[config.mk]
export PLATFORM = sky130hd
export DESIGN_NAME = aio_board
export DESIGN_NICKNAME = d
export VERILOG_FILES = /design/src/rtl/aio_pkg.sv /design/src/rtl/scan_if.sv /design/src/rtl/aio_scan_timer.sv /design/src/rtl/aio_board.sv
export SDC_FILE = /design/constraint.sdc
export NUM_CORES = 1
export LEC_CHECK = 0
export BUFFER_PORTS_ARGS = -buffer_cell sky130_fd_sc_hd__buf_4
export CAP_MARGIN = 20
export CORE_ASPECT_RATIO = 1.75
export CORE_MARGIN = 5
export CORE_UTILIZATION = 50
export DETAILED_ROUTE_END_ITERATION = 8
export PLACE_DENSITY = 0.73
export SETUP_SLACK_MARGIN = 0.5
export SLEW_MARGIN = 30
export SYNTH_ARGS = -nofsm -noshare
export SYNTH_HDL_FRONTEND = slang
export SYNTH_SLANG_ARGS = --single-unit
[constraint.sdc]
create_clock -name i_sys_clk -period 10.89 [get_ports i_sys_clk]
set_input_delay 1.089 -clock i_sys_clk [delete_from_list [all_inputs] [get_ports i_sys_clk]]
set_output_delay 1.089 -clock i_sys_clk [all_outputs]
set_load 0.05 [all_outputs]
[src/rtl/aio_pkg.sv]
// Constants shared by the analog I/O board data-word block.
// Assumes a 40 MHz system clock and word-indexed Avalon-MM access.
package aio_pkg;
    // Clock and scan timing
    localparam int CLK_PERIOD_NS = 25;
    localparam int SCAN_PERIOD_US = 10;
    localparam int SCAN_CYCLES = SCAN_PERIOD_US * 1000 / CLK_PERIOD_NS;

    // Register indices; byte address is four times the index
    localparam logic [7:0] IDX_IN1 = 8'hE8;
    localparam logic [7:0] IDX_IN2 = 8'hE9;
    localparam logic [7:0] IDX_IN3 = 8'hEA;
    localparam logic [7:0] IDX_IN4 = 8'hEB;
    localparam logic [7:0] IDX_OUT1 = 8'hEC;
    localparam logic [7:0] IDX_OUT2 = 8'hED;
    localparam logic [7:0] IDX_SYS_STATUS = 8'hFE;
    localparam logic [7:0] IDX_ERR_CODE = 8'hF0;
    localparam logic [7:0] IDX_IN_CONFIG = 8'hF1;
    localparam logic [7:0] IDX_IRQ_STATUS = 8'hF2;
    localparam logic [7:0] IDX_IRQ_MASK = 8'hF3;

    // Fields
    localparam int NUM_IN = 4;
    localparam int NUM_OUT = 2;
    localparam int ADC_BITS = 12;
    localparam int CFG_EN_LSB = 8;
    localparam int ERR_LSB = 8;
    localparam int SYS_ERR_BIT = 15;
    localparam int IRQ_SCAN_BIT = 0;
    localparam int IRQ_ERR_BIT = 1;
    localparam int IRQ_BITS = 2;

    // Reset values
    localparam logic [15:0] CFG_RESET = 16'h0000;
    localparam logic [15:0] WORD_ZERO = 16'h0000;
    localparam logic [31:0] RDATA_ZERO = 32'h0000_0000;

    // Input signal ranges
    typedef enum logic [1:0] {
        RANGE_BIP10 = 2'b00,
        RANGE_UNI10 = 2'b01,
        RANGE_UNI5 = 2'b10,
        RANGE_UNUSED = 2'b11
    } range_t;

    // Board error codes
    localparam logic [7:0] ERR_NORMAL = 8'h00;
    localparam logic [7:0] ERR_HW_A = 8'h01;
    localparam logic [7:0] ERR_HW_B = 8'h02;
    localparam logic [7:0] ERR_SETUP = 8'h03;
    localparam logic [7:0] ERR_CONV = 8'h04;
endpackage

[src/rtl/scan_if.sv]
// Carries the scan-cycle strobe from the scan timer to the board logic.
// Assumes both ends share one clock.
`timescale 1ns/1ps
interface scan_if;
    logic tick;
    modport src (output tick);
    modport dst (input tick);
endinterface

[src/rtl/aio_scan_timer.sv]
// Divider that makes the one-cycle scan strobe.
// Assumes an active-low reset copy from the top, asserted at once and released in step with the clock.
`timescale 1ns/1ps
module aio_scan_timer
    import aio_pkg::*;
#(
    parameter int PERIOD = SCAN_CYCLES
) (
    input wire logic i_sys_clk,
    input wire logic i_rst_n,
    scan_if.src scan
);
    localparam int CW = $clog2(PERIOD + 1);
    localparam logic [CW-1:0] LAST = CW'(PERIOD - 1);

    logic [CW-1:0] cnt_r;
    logic tick_r;
    wire at_last = (cnt_r == LAST);

    always_ff @(posedge i_sys_clk or negedge i_rst_n) begin
        if (!i_rst_n) begin
            cnt_r <= '0;
            tick_r <= 1'b0;
        end else begin
            cnt_r <= at_last ? '0 : cnt_r + 1'b1;
            tick_r <= at_last;
        end
    end

    assign scan.tick = tick_r;
endmodule

[src/rtl/aio_board.sv]
// Analog I/O board data words: four input words, two output settings,
// error code, status flag, configuration and interrupt registers.
// Assumes an Avalon-MM master using word indices and a converter front
// end that presents raw 12-bit offset-binary samples each scan.
// Operation
// - Each scan, every input's result lands in its own 16-bit word.
// - Bipolar 10 V inputs give two's complement F800 up to 07FF.
// - Unipolar inputs give unsigned codes 0000 up to 0FFF.
// - Each scan, both output settings are read and driven out.
// - Any board fault shows at bit 15 of the system status word.
// - Error code byte 15:8: 00 ok, 01/02 hardware, 03 setup, 04 conversion.
// - Config bits 7:0 are four 2-bit input range fields.
// - Config bits 11:8 disable conversion of their input when set.
// - Range and enable settings take effect only once after power-up.
// - Output signal type follows the wired terminal; no range field.
//
// The implementer's own choice: the Avalon-MM register port.
`timescale 1ns/1ps
module aio_board
    import aio_pkg::*;
#(
    parameter int SCAN_PERIOD = SCAN_CYCLES
) (
    // Clock and reset
    input wire logic i_sys_clk,
    input wire logic i_reset_n,
    // Avalon-MM slave, word indexed
    input wire logic [7:0] i_avs_address,
    input wire logic i_avs_read,
    input wire logic i_avs_write,
    input wire logic [31:0] i_avs_writedata,
    output logic [31:0] o_avs_readdata,
    output logic o_avs_waitrequest,
    // Converter front end
    input wire logic [NUM_IN*ADC_BITS-1:0] i_adc_sample,
    input wire logic i_adc_error,
    input wire logic i_hw_fault_a,
    input wire logic i_hw_fault_b,
    // Output setting codes to the converters
    output logic [15:0] o_dac_out1,
    output logic [15:0] o_dac_out2,
    // Interrupt
    output logic o_irq
);

////////////////////////////////////////////////////////////////////////////
    // Reset release through two flops
    logic rst_meta_r;
    logic rst_n_r;

    always_ff @(posedge i_sys_clk or negedge i_reset_n) begin
        if (!i_reset_n) begin
            rst_meta_r <= 1'b0;
            rst_n_r <= 1'b0;
        end else begin
            rst_meta_r <= 1'b1;
            rst_n_r <= rst_meta_r;
        end
    end

    scan_if scan ();

    aio_scan_timer #(
        .PERIOD(SCAN_PERIOD)
    ) u_timer (
        .i_sys_clk(i_sys_clk),
        .i_rst_n(rst_n_r),
        .scan(scan)
    );

    wire tick = scan.tick;

////////////////////////////////////////////////////////////////////////////
    // Bus decode
    logic waitrequest_r;
    logic [31:0] readdata_r;
    wire req = i_avs_read | i_avs_write;
    wire accept = req & ~waitrequest_r;
    wire wr_acc = accept & i_avs_write;
    wire wr_out1 = wr_acc & (i_avs_address == IDX_OUT1);
    wire wr_out2 = wr_acc & (i_avs_address == IDX_OUT2);
    wire wr_cfg = wr_acc & (i_avs_address == IDX_IN_CONFIG);
    wire wr_irq_sts = wr_acc & (i_avs_address == IDX_IRQ_STATUS);
    wire wr_irq_msk = wr_acc & (i_avs_address == IDX_IRQ_MASK);

    logic [15:0] in_word_r [NUM_IN];
    logic [15:0] out_set_r [NUM_OUT];
    logic [15:0] cfg_r;
    logic [15:0] cfg_act_r;
    logic cfg_done_r;
    logic [7:0] err_code_r;
    logic err_flag_r;
    logic [IRQ_BITS-1:0] irq_sts_r;
    logic [IRQ_BITS-1:0] irq_msk_r;

    logic [15:0] rd_word;
    always_comb begin
        case (i_avs_address)
            IDX_IN1: rd_word = in_word_r[0];
            IDX_IN2: rd_word = in_word_r[1];
            IDX_IN3: rd_word = in_word_r[2];
            IDX_IN4: rd_word = in_word_r[3];
            IDX_OUT1: rd_word = out_set_r[0];
            IDX_OUT2: rd_word = out_set_r[1];
            IDX_SYS_STATUS: rd_word = {err_flag_r, 15'h0000};
            IDX_ERR_CODE: rd_word = {err_code_r, 8'h00};
            IDX_IN_CONFIG: rd_word = cfg_r;
            IDX_IRQ_STATUS: rd_word = {14'h0000, irq_sts_r};
            IDX_IRQ_MASK: rd_word = {14'h0000, irq_msk_r};
            default: rd_word = WORD_ZERO;
        endcase
    end

    // One wait state: request seen, answered on the next edge
    always_ff @(posedge i_sys_clk or negedge rst_n_r) begin
        if (!rst_n_r) begin
            waitrequest_r <= 1'b1;
            readdata_r <= RDATA_ZERO;
        end else begin
            waitrequest_r <= ~(req & waitrequest_r);
            if (req & waitrequest_r)
                readdata_r <= {16'h0000, rd_word};
        end
    end

////////////////////////////////////////////////////////////////////////////
    // Software registers
    always_ff @(posedge i_sys_clk or negedge rst_n_r) begin
        if (!rst_n_r) begin
            out_set_r[0] <= WORD_ZERO;
            out_set_r[1] <= WORD_ZERO;
            cfg_r <= CFG_RESET;
            irq_msk_r <= '0;
        end else begin
            if (wr_out1)
                out_set_r[0] <= i_avs_writedata[15:0];
            if (wr_out2)
                out_set_r[1] <= i_avs_writedata[15:0];
            if (wr_cfg)
                cfg_r <= i_avs_writedata[15:0];
            if (wr_irq_msk)
                irq_msk_r <= i_avs_writedata[IRQ_BITS-1:0];
        end
    end

    // Settings are captured once, at the first scan after reset, so
    // boot code has one scan period to load them; later writes only
    // change the readback until the next reset.
    always_ff @(posedge i_sys_clk or negedge rst_n_r) begin
        if (!rst_n_r) begin
            cfg_act_r <= CFG_RESET;
            cfg_done_r <= 1'b0;
        end else if (tick & ~cfg_done_r) begin
            cfg_act_r <= cfg_r;
            cfg_done_r <= 1'b1;
        end
    end

////////////////////////////////////////////////////////////////////////////
    // Per-input conversion
    logic [15:0] conv_word [NUM_IN];
    logic [NUM_IN-1:0] bad_range;
    // The capturing scan already converts with the captured settings
    wire [15:0] cfg_use = cfg_done_r ? cfg_act_r : cfg_r;

    for (genvar ch = 0; ch < NUM_IN; ch++) begin : g_in
        wire [ADC_BITS-1:0] raw = i_adc_sample[ch*ADC_BITS +: ADC_BITS];
        wire [1:0] rng = cfg_use[2*ch +: 2];
        wire en = ~cfg_use[CFG_EN_LSB + ch];
        // Offset binary minus midscale, sign extended
        wire [15:0] bip = {{5{~raw[11]}}, raw[10:0]};
        wire [15:0] uni = {4'h0, raw};
        assign bad_range[ch] = en & (rng == RANGE_UNUSED);
        assign conv_word[ch] = !en ? WORD_ZERO :
            (rng == RANGE_BIP10) ? bip :
            (rng == RANGE_UNUSED) ? WORD_ZERO : uni;

        always_ff @(posedge i_sys_clk or negedge rst_n_r) begin
            if (!rst_n_r)
                in_word_r[ch] <= WORD_ZERO;
            else if (tick)
                in_word_r[ch] <= conv_word[ch];
        end
    end

////////////////////////////////////////////////////////////////////////////
    // Errors, outputs and interrupts
    wire [7:0] err_nxt = i_hw_fault_a ? ERR_HW_A :
        i_hw_fault_b ? ERR_HW_B :
        (|bad_range) ? ERR_SETUP :
        i_adc_error ? ERR_CONV : ERR_NORMAL;
    wire err_rise = (err_nxt != ERR_NORMAL) & ~err_flag_r;
    logic [IRQ_BITS-1:0] irq_set;
    assign irq_set = {tick & err_rise, tick};
    wire [IRQ_BITS-1:0] irq_clr = wr_irq_sts ?
        i_avs_writedata[IRQ_BITS-1:0] : '0;

    always_ff @(posedge i_sys_clk or negedge rst_n_r) begin
        if (!rst_n_r) begin
            err_code_r <= ERR_NORMAL;
            err_flag_r <= 1'b0;
            o_dac_out1 <= WORD_ZERO;
            o_dac_out2 <= WORD_ZERO;
        end else if (tick) begin
            err_code_r <= err_nxt;
            err_flag_r <= (err_nxt != ERR_NORMAL);
            // Codes pass unchanged; the wired terminal picks the type
            o_dac_out1 <= out_set_r[0];
            o_dac_out2 <= out_set_r[1];
        end
    end

    // A set in the same cycle as its clear wins
    always_ff @(posedge i_sys_clk or negedge rst_n_r) begin
        if (!rst_n_r) begin
            irq_sts_r <= '0;
            o_irq <= 1'b0;
        end else begin
            irq_sts_r <= (irq_sts_r & ~irq_clr) | irq_set;
            o_irq <= |(((irq_sts_r & ~irq_clr) | irq_set) & irq_msk_r);
        end
    end

    assign o_avs_readdata = readdata_r;
    assign o_avs_waitrequest = waitrequest_r;
endmodule

==> impl_results.md <==
- Postcts setup bufs: 0
- Power density over the cells: between 100 and 150 mW/mm2
- Maximum number of pins on one net before global-route repair: slightly above 80
- Worst slew pin tran: roughly 0.8 ns
- CP required: approximately 11 ns
- Final wirelength: about 24000 um
- Post-synth top cells: dfrtp_1, mux2_2, a22o_1
- Synth area leader: dfrtp_1
- Final hold violations: 0
- Initial Util: 0.505
- Number of H-tree levels: 4
- Fin Setup TNS: 0 ns
- Vias in the first global route: ~6600
- Main flop type after synthesis: dfrtp_1
- Ys Warns: 0
- Synth async-reset ratio: 1.00
- Post-CTS sizing: 0
- Pre-antenna DRT Iters: 5
- ANT cells: 0
- Max Cap Viol: 0
- Most used cell, CP: buf_4
- First-pass GRT wire length: ~37000 um
- Die area: about 0.020 mm2
- Crit path max-delay cell type: clkinv_1
- Switching pwr: 364 uW
- Core area: 0.0168 mm2
- Filler cells: about 1400
- Antenna violations before repair: 0
- Gate power share: 0.077
- Area share of the largest cell type after synthesis: 0.537
- Power share of the clock group: 0.441
- Port Buffers: 128
- WP data arrival: about 3.1 ns
- Worst-path cell chain: buf_4 > clkinv_1 > buf_4 > nand4_1 > o22a_1 > a32oi_1 > o31ai_1
- Grt ovf: 0
- Routed WL per cell: between 20 and 25 um
- Vias post-DR: just over 6000
- Crit path launch type: flip-flop
- Seq pwr share: 0.482
- Layout Nets: roughly 890
- Count leader, synth: dfrtp_1
- Leak: between 4 and 5 nW
- Int Power: 1.10 mW
- Synth-to-layout area growth: 19.9%
- Top post-synthesis cells by area: dfrtp_1, mux2_2, a22o_1
- Kind of critical path: reg -> reg
- ANT nets after route: 0
- Hold WC Path Type: reg -> async
- Final core occ: 0.606
- Final weighted congestion in routability-driven placement: between 0.9 and 1
- Starting DRC count in detailed routing: about 370
- Die height: between 150 and 200 um
- # rows: 63
- Relative slew margins: 0.476
- Synth cell types: 68
- CTS tree: done
- Max stage delay on crit path: roughly 0.8 ns
- Post-DP HPWL: 17300 um
- DR DRC count: 0
- Number of enable flip-flop cells after synthesis: 0
- Worst Setup End Kind: flip-flop
- Sequential area share after synthesis: 0.540
- Worst vdd ir: approximately 0.13 mV
- Post-Syn Area per Cell: about 13 um2
- Clock Root Buffer: clkbuf_16
- Mapped Cells: between 600 and 700
- Clock Latency Late Sink: around 0.43 ns
- Flops & latches, synth: ~180
- Fmax: 356 MHz
- Syn Std Cell Area: 0.00849 mm2
- Final setup viols: 0
- RSZ-0062 raised after global routing: no
- Via/cell ratio: about 6.0
- CTS Sinks: approximately 180
- I/O pin cnt: 161
- CTS Buf Count: 17
- Horiz. Die Dim: between 100 and 150 um
- CP max FO: between 40 and 50
- Clock-pin slew on the worst setup and hold paths: roughly 0.070 ns
- Cts hold-fix bufs: 0
- Global Route Usage Sum: 0.247
- Final worst-path cycle share: 0.258
- Fin. max-slew vios: 0
- Fraction of layout cells with a size suffix above 1: 0.363
- Clk_skew: roughly 0.011 ns
- Period minus WS final: roughly 2.8 ns
- Switching share of power: 0.249
- Run status: finished clean
- Clk buf depth: 2
worst paths after layout:
| check | startpoint | end | slack, ns | cells after the start |
|---|---|---|---|---|
| min in group i_sys_clk | rst_meta_r | rst_n_r | 0.36 | 0 |
| max reg2reg | u_timer.scan.tick | o_irq | 8.08 | 7 |
| min reg2reg | rst_n_r | o_avs_readdata[12] | 0.36 | 0 |
| min | rst_n_r | o_avs_readdata[12] | 0.36 | 0 |
| max | u_timer.scan.tick | o_irq | 8.08 | 7 |
| max in group asynchronous | rst_n_r | cfg_done_r | 9.34 | 1 |
critical path, delay by kind of cell, from the launching register on:
kind | cells | cell delay, ns
and+or+nand+nor | 1 | 0.13
DFF | 1 | 0.34
buffers and inverters | 3 | 1.80
AOI/OAI and AO/OA | 3 | 0.33
layer usage:
| layer | vias up | global-route usage | part of all wire |
|---|---|---|---|
| li1 | 2725 | - | - |
| met1 | 3140 | 0.281 | 0.37 |
| met2 | 253 | 0.436 | 0.53 |
| met3 | 59 | 0.0442 | 0.054 |
| met4 | 0 | 0.122 | 0.042 |
| met5 | - | 0 | 0 |
area by class of cell:
type                    count  area, um2  area share
clock buffers              18        429      0.0422
multi-input cells         441       3610       0.355
flip-flops and latches    183       4590       0.451
well taps                 227        284      0.0279
clock inverters            14        194      0.0191
repair buffers            136       1030       0.101
inverters                  12       45.0     0.00443
power by group through the flow:
stage                     logic [mW]  registers, mW  clock network (mW)
after floorplan               0.0495          0.732                   0
after global placement         0.110          0.716                   0
after detailed placement       0.112          0.717                   0
after CTS                      0.113          0.704               0.656
after global routing           0.120          0.705               0.687
final                          0.112          0.704               0.645
state kept, by name, indices dropped and copies added, names as in the netlist:
| register | count |
|---|---|
| o_dac_out1 | 16 |
| cfg_r | 16 |
| rst_meta_r | 1 |
| out_set_r | 32 |
| o_avs_readdata | 16 |
| err_flag_r | 1 |
| cfg_act_r | 12 |
| in_word_r | 52 |
| o_dac_out2 | 16 |
| o_irq | 1 |
| u_timer.scan.tick | 1 |
| o_avs_waitrequest | 1 |
| irq_msk_r | 2 |
| rst_n_r | 1 |
| irq_sts_r | 2 |
| u_timer.cnt_r | 9 |
| err_code_r | 3 |
| cfg_done_r | 1 |
placed cells by master, fill, tap and decap left out, types with 4 or more instances in the layout:
| cell | instances |
|---|---|
| clkbuf_16 | 17 |
| mux2_4 | 10 |
| o32ai_1 | 5 |
| a221oi_1 | 4 |
| a32oi_1 | 5 |
| a22o_1 | 48 |
| a21oi_1 | 13 |
| nand2_4 | 4 |
| mux2_2 | 91 |
| nand3_1 | 13 |
| nor2_1 | 27 |
| a22oi_1 | 13 |
| o22ai_1 | 5 |
| nand2b_1 | 5 |
| o211ai_1 | 4 |
| nor2b_1 | 6 |
| mux2i_1 | 13 |
| nand3b_1 | 8 |
| nand2_1 | 29 |
| xor2_1 | 12 |
| nor3_1 | 10 |
| o2bb2ai_1 | 6 |
| o21ai_0 | 21 |
| conb_1 | 17 |
| inv_1 | 11 |
| nor4_1 | 4 |
| a311oi_1 | 5 |
| and4b_1 | 5 |
| dfrtp_1 | 179 |
| buf_4 | 134 |
| a31oi_1 | 10 |
| mux4_2 | 4 |
metrics by stage:
stage / cells / power (mW) / setup slack (ns) / hold WS (ns) / cell area [um2]
floorplan: 689 / 0.781 / 5.41 / 0.331 / 8540
global placement: 998 / 0.827 / 7.42 / 0.339 / 9520
detailed placement: 999 / 0.829 / 7.34 / 0.342 / 9550
CTS: 1031 / 1.47 / 7.81 / 0.357 / 10200
global route: 1031 / 1.51 / 7.91 / 0.376 / 10200
finish: 1031 / 1.46 / 8.08 / 0.356 / 10200
logic make-up after synthesis:
kind of cell	after synthesis	share of synthesized area
xor+xnor	13	0.0134
simple gates	135	0.0966
buf+inv	65	0.0439
fa+ha+maj	1	0.00147
mux	118	0.164
other cells	2	0.000885
flops	183	0.540
compound gates	157	0.140
(Power assumes the default switching activity.)
